**src/ivfr_consts.svh**
```systemverilog
// constants for the input voltage supervision block: command codes, field positions,
// reset values and timing counts; assumes a 25 MHz sys_clk
`ifndef IVFR_CONSTS_SVH
`define IVFR_CONSTS_SVH

`define IVFR_CMD_OPERATION    8'h01
`define IVFR_CMD_CLEAR_FAULTS 8'h03
`define IVFR_CMD_HIGH_WARN    8'h57
`define IVFR_CMD_LOW_WARN     8'h58
`define IVFR_CMD_LOW_FAULT    8'h59
`define IVFR_CMD_LOW_ACTION   8'h5a
`define IVFR_CMD_STATUS_INPUT 8'h7c
`define IVFR_CMD_DELAY_UNIT   8'hd2
`define IVFR_CMD_VENDOR_OPTS  8'he0

`define IVFR_ACT_TYPE_HI      7
`define IVFR_ACT_TYPE_LO      6
`define IVFR_ACT_RETRY_HI     5
`define IVFR_ACT_RETRY_LO     3
`define IVFR_ACT_DELAY_HI     2
`define IVFR_ACT_DELAY_LO     0
`define IVFR_OPER_ON_BIT      7
`define IVFR_OPTS_RATIO_BIT   0
`define IVFR_STS_HIGH_WARN    6
`define IVFR_STS_LOW_WARN     5
`define IVFR_STS_LOW_FAULT    4

`define IVFR_RST_HIGH_WARN    16'hd370
`define IVFR_RST_LOW_WARN     16'hd2c0
`define IVFR_RST_LOW_FAULT    16'hd2a0
`define IVFR_RST_LOW_ACTION   8'h80
`define IVFR_RST_DELAY_UNIT   16'h0000
`define IVFR_RST_OPERATION    8'h80
`define IVFR_RST_VENDOR_OPTS  8'h00

`define IVFR_RETRY_NONE       3'h0
`define IVFR_RETRY_FOREVER    3'h7

// delay unit register holds (value + 1) base steps of this length
`define IVFR_BASE_STEP_NS     1000
`define IVFR_CLK_MHZ          25
`define IVFR_BASE_STEP_CYC    ((`IVFR_BASE_STEP_NS * `IVFR_CLK_MHZ) / 1000)

`endif

```
**src/ivfr_pkg.sv**
```systemverilog
// types for the input voltage supervision block
// assumes ivfr_consts.svh supplies the numeric constants
package ivfr_pkg;
    // gray along run -> delay -> wait -> latched
    typedef enum logic [1:0] {
        IVFR_RUN   = 2'b00,
        IVFR_DELAY = 2'b01,
        IVFR_WAIT  = 2'b11,
        IVFR_LATCH = 2'b10
    } ivfr_state_e;

    typedef logic [15:0] ivfr_word_t;
endpackage

```
**src/ivfr_core.sv**
```systemverilog
// input voltage thresholds, status and under-voltage fault response
// assumes commands arrive already decoded from the management bus, one per strobe,
// and that input samples come from logic on sys_clk; run_pin is an outside pin
`include "ivfr_consts.svh"
`timescale 1ns/1ps

module ivfr_core (
    input  wire logic        sys_clk,         // 25 MHz clock
    input  wire logic        reset_n,         // synchronous reset, also bias loss
    input  wire logic        cmd_valid,       // one-cycle command strobe
    input  wire logic        cmd_write,       // 1 write, 0 read
    input  wire logic [7:0]  cmd_code,        // command code
    input  wire logic [15:0] cmd_wdata,       // write data, bytes in low bits
    input  wire logic        vin_valid,       // new input voltage sample
    input  wire logic [15:0] vin_sample,      // measured input voltage, linear
    input  wire logic        run_pin,         // control pin, high = run
    output logic      [15:0] rsp_rdata_r,     // read data, valid cycle after read
    output logic             output_on_r,     // converter output enable
    output logic             low_fault_r,     // input under-voltage fault present
    output logic             ratio_regulation_switchover_r // ratio mode active
);

    ////////////////////////////////////////////////////////////////////////////
    // state

    ivfr_pkg::ivfr_word_t  high_warn_r, high_warn_nxt;
    ivfr_pkg::ivfr_word_t  low_warn_r, low_warn_nxt;
    ivfr_pkg::ivfr_word_t  low_fault_thr_r, low_fault_thr_nxt;
    ivfr_pkg::ivfr_word_t  delay_unit_r, delay_unit_nxt;
    ivfr_pkg::ivfr_word_t  unit_cnt_r, unit_cnt_nxt;
    ivfr_pkg::ivfr_word_t  rdata_nxt;
    ivfr_pkg::ivfr_state_e state_r, state_nxt;
    logic [7:0]  action_r, action_nxt;
    logic [7:0]  operation_r, operation_nxt;
    logic [7:0]  opts_r, opts_nxt;
    logic [7:0]  status_r, status_nxt;
    logic [7:0]  units_r, units_nxt;
    logic [4:0]  step_cnt_r, step_cnt_nxt;
    logic [2:0]  tries_r, tries_nxt;
    logic [1:0]  run_sync_r;
    logic        run_cmd_r, run_cmd_nxt;
    logic        on_nxt, fault_nxt, ratio_nxt;

    logic        wr, rd, run_cmd, clear_evt, unit_tick, delay_done, retry_left;
    logic [1:0]  act_type;
    logic [2:0]  act_retry;
    logic [7:0]  act_units;
    logic [7:0]  sts_set;

    ////////////////////////////////////////////////////////////////////////////
    // datapath and response machine

    always_comb begin
        wr        = cmd_valid & cmd_write;
        rd        = cmd_valid & ~cmd_write;
        act_type  = action_r[`IVFR_ACT_TYPE_HI:`IVFR_ACT_TYPE_LO];
        act_retry = action_r[`IVFR_ACT_RETRY_HI:`IVFR_ACT_RETRY_LO];
        act_units = 8'h01 << action_r[`IVFR_ACT_DELAY_HI:`IVFR_ACT_DELAY_LO];
        run_cmd   = operation_r[`IVFR_OPER_ON_BIT] & run_sync_r[1];

        high_warn_nxt     = high_warn_r;
        low_warn_nxt      = low_warn_r;
        low_fault_thr_nxt = low_fault_thr_r;
        action_nxt        = action_r;
        delay_unit_nxt    = delay_unit_r;
        operation_nxt     = operation_r;
        opts_nxt          = opts_r;
        rdata_nxt         = rsp_rdata_r;
        clear_evt         = 1'b0;
        if (wr) begin
            unique case (cmd_code)
                `IVFR_CMD_HIGH_WARN:    high_warn_nxt     = cmd_wdata;
                `IVFR_CMD_LOW_WARN:     low_warn_nxt      = cmd_wdata;
                `IVFR_CMD_LOW_FAULT:    low_fault_thr_nxt = cmd_wdata;
                `IVFR_CMD_LOW_ACTION:   action_nxt        = cmd_wdata[7:0];
                `IVFR_CMD_DELAY_UNIT:   delay_unit_nxt    = cmd_wdata;
                `IVFR_CMD_OPERATION:    operation_nxt     = cmd_wdata[7:0];
                `IVFR_CMD_VENDOR_OPTS:  opts_nxt          = cmd_wdata[7:0];
                `IVFR_CMD_CLEAR_FAULTS: clear_evt         = 1'b1;
                default: ;
            endcase
        end
        if (rd) begin
            unique case (cmd_code)
                `IVFR_CMD_HIGH_WARN:    rdata_nxt = high_warn_r;
                `IVFR_CMD_LOW_WARN:     rdata_nxt = low_warn_r;
                `IVFR_CMD_LOW_FAULT:    rdata_nxt = low_fault_thr_r;
                `IVFR_CMD_LOW_ACTION:   rdata_nxt = {8'h00, action_r};
                `IVFR_CMD_DELAY_UNIT:   rdata_nxt = delay_unit_r;
                `IVFR_CMD_OPERATION:    rdata_nxt = {8'h00, operation_r};
                `IVFR_CMD_VENDOR_OPTS:  rdata_nxt = {8'h00, opts_r};
                `IVFR_CMD_STATUS_INPUT: rdata_nxt = {8'h00, status_r};
                default:                rdata_nxt = 16'h0000;
            endcase
        end

        // threshold compares; raw compare assumes all words share one exponent
        fault_nxt = low_fault_r;
        ratio_nxt = ratio_regulation_switchover_r;
        sts_set   = 8'h00;
        if (vin_valid) begin
            fault_nxt = vin_sample < low_fault_thr_r;
            ratio_nxt = opts_r[`IVFR_OPTS_RATIO_BIT] & (vin_sample >= low_warn_r);
            sts_set[`IVFR_STS_HIGH_WARN] = vin_sample > high_warn_r;
            sts_set[`IVFR_STS_LOW_WARN]  = vin_sample < low_warn_r;
            sts_set[`IVFR_STS_LOW_FAULT] = vin_sample < low_fault_thr_r;
        end
        // write-one-to-clear, a new event wins over the clear
        status_nxt = status_r;
        if (wr && cmd_code == `IVFR_CMD_STATUS_INPUT) begin
            status_nxt = status_r & ~cmd_wdata[7:0];
        end
        if (clear_evt) begin
            status_nxt = 8'h00;
        end
        status_nxt = status_nxt | sts_set;
        // individual clear of the fault bit also releases a latched output
        if (wr && cmd_code == `IVFR_CMD_STATUS_INPUT && cmd_wdata[`IVFR_STS_LOW_FAULT]) begin
            clear_evt = 1'b1;
        end
        // going off releases a latch, the output returns when back on; reset covers bias loss
        run_cmd_nxt = run_cmd;
        if (run_cmd_r && !run_cmd) begin
            clear_evt = 1'b1;
        end

        // delay unit timebase: (delay_unit + 1) base steps per unit
        step_cnt_nxt = step_cnt_r + 5'h01;
        unit_cnt_nxt = unit_cnt_r;
        unit_tick    = 1'b0;
        if (step_cnt_r == 5'(`IVFR_BASE_STEP_CYC - 1)) begin
            step_cnt_nxt = 5'h00;
            unit_cnt_nxt = unit_cnt_r + 16'h0001;
            if (unit_cnt_r == delay_unit_r) begin
                unit_cnt_nxt = 16'h0000;
                unit_tick    = 1'b1;
            end
        end
        units_nxt  = unit_tick ? units_r + 8'h01 : units_r;
        delay_done = unit_tick && (units_r + 8'h01 == act_units);
        retry_left = (act_retry == `IVFR_RETRY_FOREVER) || (tries_r < act_retry);

        state_nxt = state_r;
        tries_nxt = tries_r;
        unique case (state_r)
            ivfr_pkg::IVFR_RUN: begin
                units_nxt = 8'h00;
                tries_nxt = 3'h0;
                if (low_fault_r) begin
                    unique case (act_type)
                        2'b00: state_nxt = ivfr_pkg::IVFR_RUN;
                        2'b01: state_nxt = ivfr_pkg::IVFR_DELAY;
                        2'b10: state_nxt = (act_retry == `IVFR_RETRY_NONE) ?
                                   ivfr_pkg::IVFR_LATCH : ivfr_pkg::IVFR_WAIT;
                        2'b11: state_nxt = ivfr_pkg::IVFR_LATCH;
                    endcase
                end
            end
            ivfr_pkg::IVFR_DELAY: begin
                // output stays on while the delay runs
                if (!low_fault_r) begin
                    state_nxt = ivfr_pkg::IVFR_RUN;
                end else if (delay_done) begin
                    units_nxt = 8'h00;
                    state_nxt = (act_retry == `IVFR_RETRY_NONE) ?
                                ivfr_pkg::IVFR_LATCH : ivfr_pkg::IVFR_WAIT;
                end
            end
            ivfr_pkg::IVFR_WAIT: begin
                // each interval end is one restart attempt
                if (delay_done) begin
                    units_nxt = 8'h00;
                    if (!low_fault_r) begin
                        state_nxt = ivfr_pkg::IVFR_RUN;
                    end else if (retry_left) begin
                        if (act_retry != `IVFR_RETRY_FOREVER) begin
                            tries_nxt = tries_r + 3'h1;
                        end
                    end else begin
                        state_nxt = ivfr_pkg::IVFR_LATCH;
                    end
                end
            end
            ivfr_pkg::IVFR_LATCH: begin
                units_nxt = 8'h00;
                if (clear_evt) begin
                    state_nxt = ivfr_pkg::IVFR_RUN;
                end
            end
        endcase
        // commanded off ends an endless retry too
        if (!run_cmd && state_r == ivfr_pkg::IVFR_WAIT) begin
            state_nxt = ivfr_pkg::IVFR_LATCH;
        end
        on_nxt = run_cmd && (state_nxt == ivfr_pkg::IVFR_RUN ||
                             state_nxt == ivfr_pkg::IVFR_DELAY);
    end

    always_ff @(posedge sys_clk) begin
        run_sync_r <= {run_sync_r[0], run_pin};
        if (!reset_n) begin
            high_warn_r                   <= `IVFR_RST_HIGH_WARN;
            low_warn_r                    <= `IVFR_RST_LOW_WARN;
            low_fault_thr_r               <= `IVFR_RST_LOW_FAULT;
            action_r                      <= `IVFR_RST_LOW_ACTION;
            delay_unit_r                  <= `IVFR_RST_DELAY_UNIT;
            operation_r                   <= `IVFR_RST_OPERATION;
            opts_r                        <= `IVFR_RST_VENDOR_OPTS;
            status_r                      <= 8'h00;
            rsp_rdata_r                   <= 16'h0000;
            state_r                       <= ivfr_pkg::IVFR_RUN;
            units_r                       <= 8'h00;
            unit_cnt_r                    <= 16'h0000;
            step_cnt_r                    <= 5'h00;
            tries_r                       <= 3'h0;
            run_cmd_r                     <= 1'b0;
            output_on_r                   <= 1'b0;
            low_fault_r                   <= 1'b0;
            ratio_regulation_switchover_r <= 1'b0;
        end else begin
            high_warn_r                   <= high_warn_nxt;
            low_warn_r                    <= low_warn_nxt;
            low_fault_thr_r               <= low_fault_thr_nxt;
            action_r                      <= action_nxt;
            delay_unit_r                  <= delay_unit_nxt;
            operation_r                   <= operation_nxt;
            opts_r                        <= opts_nxt;
            status_r                      <= status_nxt;
            rsp_rdata_r                   <= rdata_nxt;
            state_r                       <= state_nxt;
            units_r                       <= units_nxt;
            unit_cnt_r                    <= unit_cnt_nxt;
            step_cnt_r                    <= step_cnt_nxt;
            tries_r                       <= tries_nxt;
            run_cmd_r                     <= run_cmd_nxt;
            output_on_r                   <= on_nxt;
            low_fault_r                   <= fault_nxt;
            ratio_regulation_switchover_r <= ratio_nxt;
        end
    end

endmodule

```
**config.mk**
```make
export PLATFORM = sky130hd
export DESIGN_NAME = ivfr_core
export DESIGN_NICKNAME = d
export VERILOG_FILES = /design/src/ivfr_pkg.sv /design/src/ivfr_core.sv
export VERILOG_INCLUDE_DIRS = /design/src
export SDC_FILE = /design/constraint.sdc
export NUM_CORES = 1
export LEC_CHECK = 0
export BUFFER_PORTS_ARGS = -buffer_cell sky130_fd_sc_hd__buf_2
export CELL_PAD_IN_SITES_DETAIL_PLACEMENT = 0
export CELL_PAD_IN_SITES_GLOBAL_PLACEMENT = 1
export CORE_AREA = 4 4 139 141
export DETAILED_ROUTE_END_ITERATION = 10
export DIE_AREA = 0 0 143 145
export GPL_ROUTABILITY_DRIVEN = 0
export GPL_TIMING_DRIVEN = 0
export PLACE_DENSITY_LB_ADDON = 0.3
export SETUP_SLACK_MARGIN = 0.2
export SLEW_MARGIN = 10
export SYNTH_ARGS = -nofsm -noshare
export SYNTH_HDL_FRONTEND = slang
export SYNTH_SLANG_ARGS = --single-unit
```
**constraint.sdc**
```tcl
create_clock -name sys_clk -period 3.1 [get_ports sys_clk]
set_input_delay 0 -clock sys_clk [delete_from_list [all_inputs] [get_ports sys_clk]]
set_output_delay 0 -clock sys_clk [all_outputs]
set_load 0.05 [all_outputs]
```
Word level (Yosys, flattened, before mapping)
Index checks and enable logic that the tools add are counted.

storage, ports and cells
  bits in registers = 152
  bits of input ports = 46
  output and inout port bits = 19
  word-level logic and storage cells = 118

cells by class
  $add $sub $neg = 4
  $lt $le $gt $ge = 5
  eq/ne operators = 25
  shift operators = 1
  mux-type cells = 31
  bitwise logic cells = 9
  reduce and logical (&&, ||, !) cells = 24

operators with widths
  operator                                        number
  case mux 16 bit (8 select lines)                1
  == test 8 x 7 -> 1 bit (second input constant)  5
  2-to-1 mux 8 bit                                5
  < comparator 16 bit                             2
  case mux 8 bit (3 select lines)                 1
  adder 16 x 1 -> 16 bit (second input constant)  1
  == test 16 bit                                  1
  == test 8 bit (second input constant)           2
  greater-or-equal comparator 16 bit              1
  > comparator 16 bit                             1
  2-to-1 mux 16 bit                               1
  2-to-1 mux 2 bit                                8
  case mux 2 bit (4 select lines)                 2
  2-to-1 mux 3 bit                                5
  AND reduction 2 bit                             7
  adder 8 x 1 -> 8 bit (second input constant)    1
  bitwise AND 8 bit                               1
  == test 2 bit (second input constant)           4
  == test 8 x 1 -> 1 bit (second input constant)  1
  == test 8 x 2 -> 1 bit (second input constant)  1
  == test 8 bit                                   1
  != test 2 bit (second input constant)           4
  NOT 8 bit                                       1
  OR 8 x 7 -> 8 bit                               1
  other kinds (20)                                41

Logic depth before layout (Yosys ltp)
  word-level depth = 11
  mapped depth = 10
  depth with buffers taken out = 10

Worst setup path after synthesis
Ideal clock, no wire load.

  kind = register -> register
  start = register units_r[0]
  end = register tries_r[2]
  library setup time = 0.071 ns
  arrival = 2.330 ns
  data required time = 3.029 ns
  setup slack = 0.699 ns
  cell stages (with the launch flop) = 8
  path buffers = 0
  cells stage by stage = dfxtp_1 ha_1 or4_1 o31ai_2 nand4b_4 or3_4 or3_1 a21oi_1

between the ends
  longest elaborated chain between the ends = 5

RTL lines
  what                           RTL line          source
  start: declaration             ivfr_core.sv:37   logic [7:0] units_r, units_nxt;
  start signal: assignment       ivfr_core.sv:231  units_r <= units_nxt;
  adder 8 x 1 -> 8 bit           ivfr_core.sv:140  delay_done = unit_tick && (units_r + 8'h01 == act_units);
  == test 8 bit                  ivfr_core.sv:140
  logical AND 1 bit              ivfr_core.sv:140
  != test 2 bit (no line)        -
  AND reduction 5 bit (no line)  -
  end signal: assignment         ivfr_core.sv:234  tries_r <= tries_nxt;
  end: declaration               ivfr_core.sv:39   logic [2:0] tries_r, tries_nxt;

Every way passes these cells.
A chain may end at the register's enable or synchronous reset.

Worst setup path in the final report
Ends and elaborated chain as after synthesis.

==> flow_metrics.env <==
export IMPL_setup_slack_ps=495
export IMPL_drt_total_wl_microns=23700
export IMPL_critPathRequiredTime_ps=3440
export IMPL_finalMaxSlewViolations=0
export IMPL_synth_top_family_by_area="simple AND/OR/NAND/NOR gates"
export IMPL_drive_gt1_share_pct=9.52
export IMPL_hpwl_microns=18300
export IMPL_crit_type="flop to flop"
export IMPL_cp_start_kind="flop"
export IMPL_period_share_pct=84.0
export IMPL_regArea_sq_mm=0.00304
export IMPL_clk_latency_ps=420
export IMPL_syn_instance_count=974
export IMPL_drc_errors=0
export IMPL_cts_resized=0
export IMPL_grt_max_degree=17
export IMPL_vdd_ir_drop_worst_v=0.000313
export IMPL_power_leakage_nw=3.66
export IMPL_synth_simple_gate_area_share_pct=22.1
export IMPL_cts_tree="yes"
export IMPL_h_tree_depth=4
export IMPL_ys_seq_area_share_pct=37.2
export IMPL_synth_ff_latch_count=152
export IMPL_portBuffers=56
export IMPL_cp_max_fo=6
export IMPL_rsz0062_at_grt="no"
export IMPL_worstSetupEndpointType="flop"
export IMPL_fin_crit_ps=2600
export IMPL_fp_dieH_microns=145
export IMPL_nNetsFinal=1160
export IMPL_synth_adder_area_share_pct=8.27
export IMPL_ant_nets=0
export IMPL_ios=65
export IMPL_power_density_mw_per_mm2=487
export IMPL_drtIter0Drc=754
export IMPL_fin_worst_skew_ps=11.1
export IMPL_dieArea_sq_mm=0.0207
export IMPL_post_cts_buffers=0
export IMPL_maxCapViolations=0
export IMPL_die_x_microns=143
export IMPL_slew_headroom_pct=15.2
export IMPL_place_area_sq_mm=0.00874
export IMPL_status="complete, no violations"
export IMPL_grt_pass1_wl_microns=37900
export IMPL_stdcell_area_sq_mm=0.00954
export IMPL_syn_avg_cell_area_sq_um=8.39
export IMPL_fill_cells=1723
export IMPL_gr_total_overflow=0
export IMPL_synth_ff_type="dfxtp_1"
export IMPL_wl_per_cell_microns=18.3
export IMPL_layout_commonest_cell="dfxtp_1"
export IMPL_synth_compound_area_share_pct=19.6
export IMPL_async_flop_share_pct=0
export IMPL_synth_cell_types=60
export IMPL_antenna_found_initial=0
export IMPL_cts_buffer_depth=2
export IMPL_finalPower_mw=4.64
export IMPL_worst_slew_pin_transition_ps=1260
export IMPL_pre_cts_slack_ps=359
export IMPL_ys_warn_count=0
export IMPL_cts_clk_slew_worst_paths_ps=60
export IMPL_diodes=0
export IMPL_synth_enable_flop_cells=0
export IMPL_num_vias=7302
export IMPL_synth_xor_area_share_pct=5.04
export IMPL_ctsHoldBuffers=11
export IMPL_multi_input_comb_area_sq_mm=0.00469
export IMPL_max_freq_mhz=384
export IMPL_num_rows=49
export IMPL_core_area_sq_mm=0.0180
export IMPL_grt_pass1_vias=7039
export IMPL_arrival_ps=2950
export IMPL_viasPerCell=5.62
export IMPL_cts_buffers=17
export IMPL_synthMuxAreaShare_pct=2.33
export IMPL_firstDrtPassIters=5
export IMPL_gr_usage_all_layers_pct=23.1
export IMPL_hold_viol=0
export IMPL_clockRootBuffer="clkbuf_16"
export IMPL_synth_net_count=1074
export IMPL_setup_tns_ps=0
export IMPL_cts_sinks=152
export IMPL_syn_to_final_growth_pct=16.8
export IMPL_mostFrequentLayoutCells="dfxtp_1, nand2_1, buf_2"
export IMPL_initial_core_util_pct=45.5
export IMPL_synth_area_sq_mm=0.00817
export IMPL_hp_class="primary input to flop"
export IMPL_setup_viol=0
==> cells in the mapped netlist (4+ instances only) <==
master | count | area, sq um
nor2b_1 | 42 | 263
nand2b_1 | 7 | 43.8
o21ai_0 | 21 | 105
mux2i_1 | 19 | 190
nand4_1 | 16 | 100
a21o_1 | 12 | 90.1
dfxtp_1 | 152 | 3040
nand3_1 | 42 | 210
a22oi_1 | 25 | 188
nor4_1 | 6 | 37.5
nor3_1 | 20 | 100
a21boi_1 | 7 | 52.6
xnor2_1 | 15 | 131
a21boi_0 | 47 | 353
clkbuf_1 | 46 | 173
nor4_2 | 4 | 50.1
ha_1 | 54 | 676
buf_2 | 6 | 30.0
o211ai_1 | 23 | 173
a31oi_1 | 11 | 68.8
inv_1 | 60 | 225
nor2_1 | 47 | 176
a222oi_1 | 16 | 160
a21oi_1 | 40 | 200
o21a_1 | 7 | 52.6
nand2_1 | 140 | 526
xor2_1 | 32 | 280
and3_1 | 14 | 87.6
==> sequential cells by signal, summed over array words and instances, names as in the netlist <==
name,count
action_r,8
delay_unit_r,16
high_warn_r,16
low_fault_r,1
low_fault_thr_r,16
low_warn_r,16
operation_r,8
opts_r,8
output_on_r,1
ratio_regulation_switchover_r,1
rsp_rdata_r,16
run_cmd_r,1
run_sync_r,2
state_r,2
status_r,8
step_cnt_r,5
tries_r,3
unit_cnt_r,16
units_r,8
==> report_power, final <==
group / internal, mW / switching [mW]
Clock: 1.61 / 0.791
Combinational: 0.102 / 0.164
Sequential: 1.97 / 0.0113
==> worst paths after layout <==
check        cells after the start  slack (ps)                   from                 endpoint
max                              7         500  units_r[0]$_SDFF_PN0_  tries_r[2]$_SDFFE_PN0P_
min                              3          20         vin_sample[12]   status_r[4]$_SDFF_PN0_
max reg2reg                      7         500  units_r[0]$_SDFF_PN0_  tries_r[2]$_SDFFE_PN0P_
min reg2reg                      0         380  run_sync_r[0]$_DFF_P_    run_sync_r[1]$_DFF_P_
==> kinds of logic (layout without fill, tap and decap cells) <==
family	Yosys count	in the layout
fa+ha+maj	54	54
simple gates	362	362
mux	19	19
buf+inv	114	211
flops	152	152
xor+xnor	47	47
compound gates	226	226
==> area by class of cell <==
class                   count  area share (%)
multi-input cells         708            49.2
flip-flops and latches    152            31.9
clock buffers              23            5.22
repair buffers             67            4.09
well taps                 229            3.00
inverters                  60            2.36
plain buffers              54            2.28
clock inverters             7            1.97
==> worst max-delay path, stage by stage (launching register included) <==
cell and delay, ps:
dfxtp_1 440, ha_1 330, or4_1 430, o31ai_2 300
nand4b_4 170, or3_4 410, or3_1 310, a21oi_1 140
==> per-stage QoR <==
stage               hold slack, ps  utilization [%]  instances
floorplan                     27.7                -        974
global placement               105             48.6       1259
detailed placement             106             48.7       1259
CTS                           6.80             53.1       1300
global route                  29.4             53.1       1300
finish                        20.3             53.1       1300
==> per-layer routing <==
layer	GRT usage [%]	wire length, microns	vias to the layer above
met5	0	0	-
met4	7.75	482	0
met3	3.09	1310	29
met2	37.2	11100	226
met1	32.0	10800	3431
li1	-	-	3616
(Power assumes the default switching activity.)
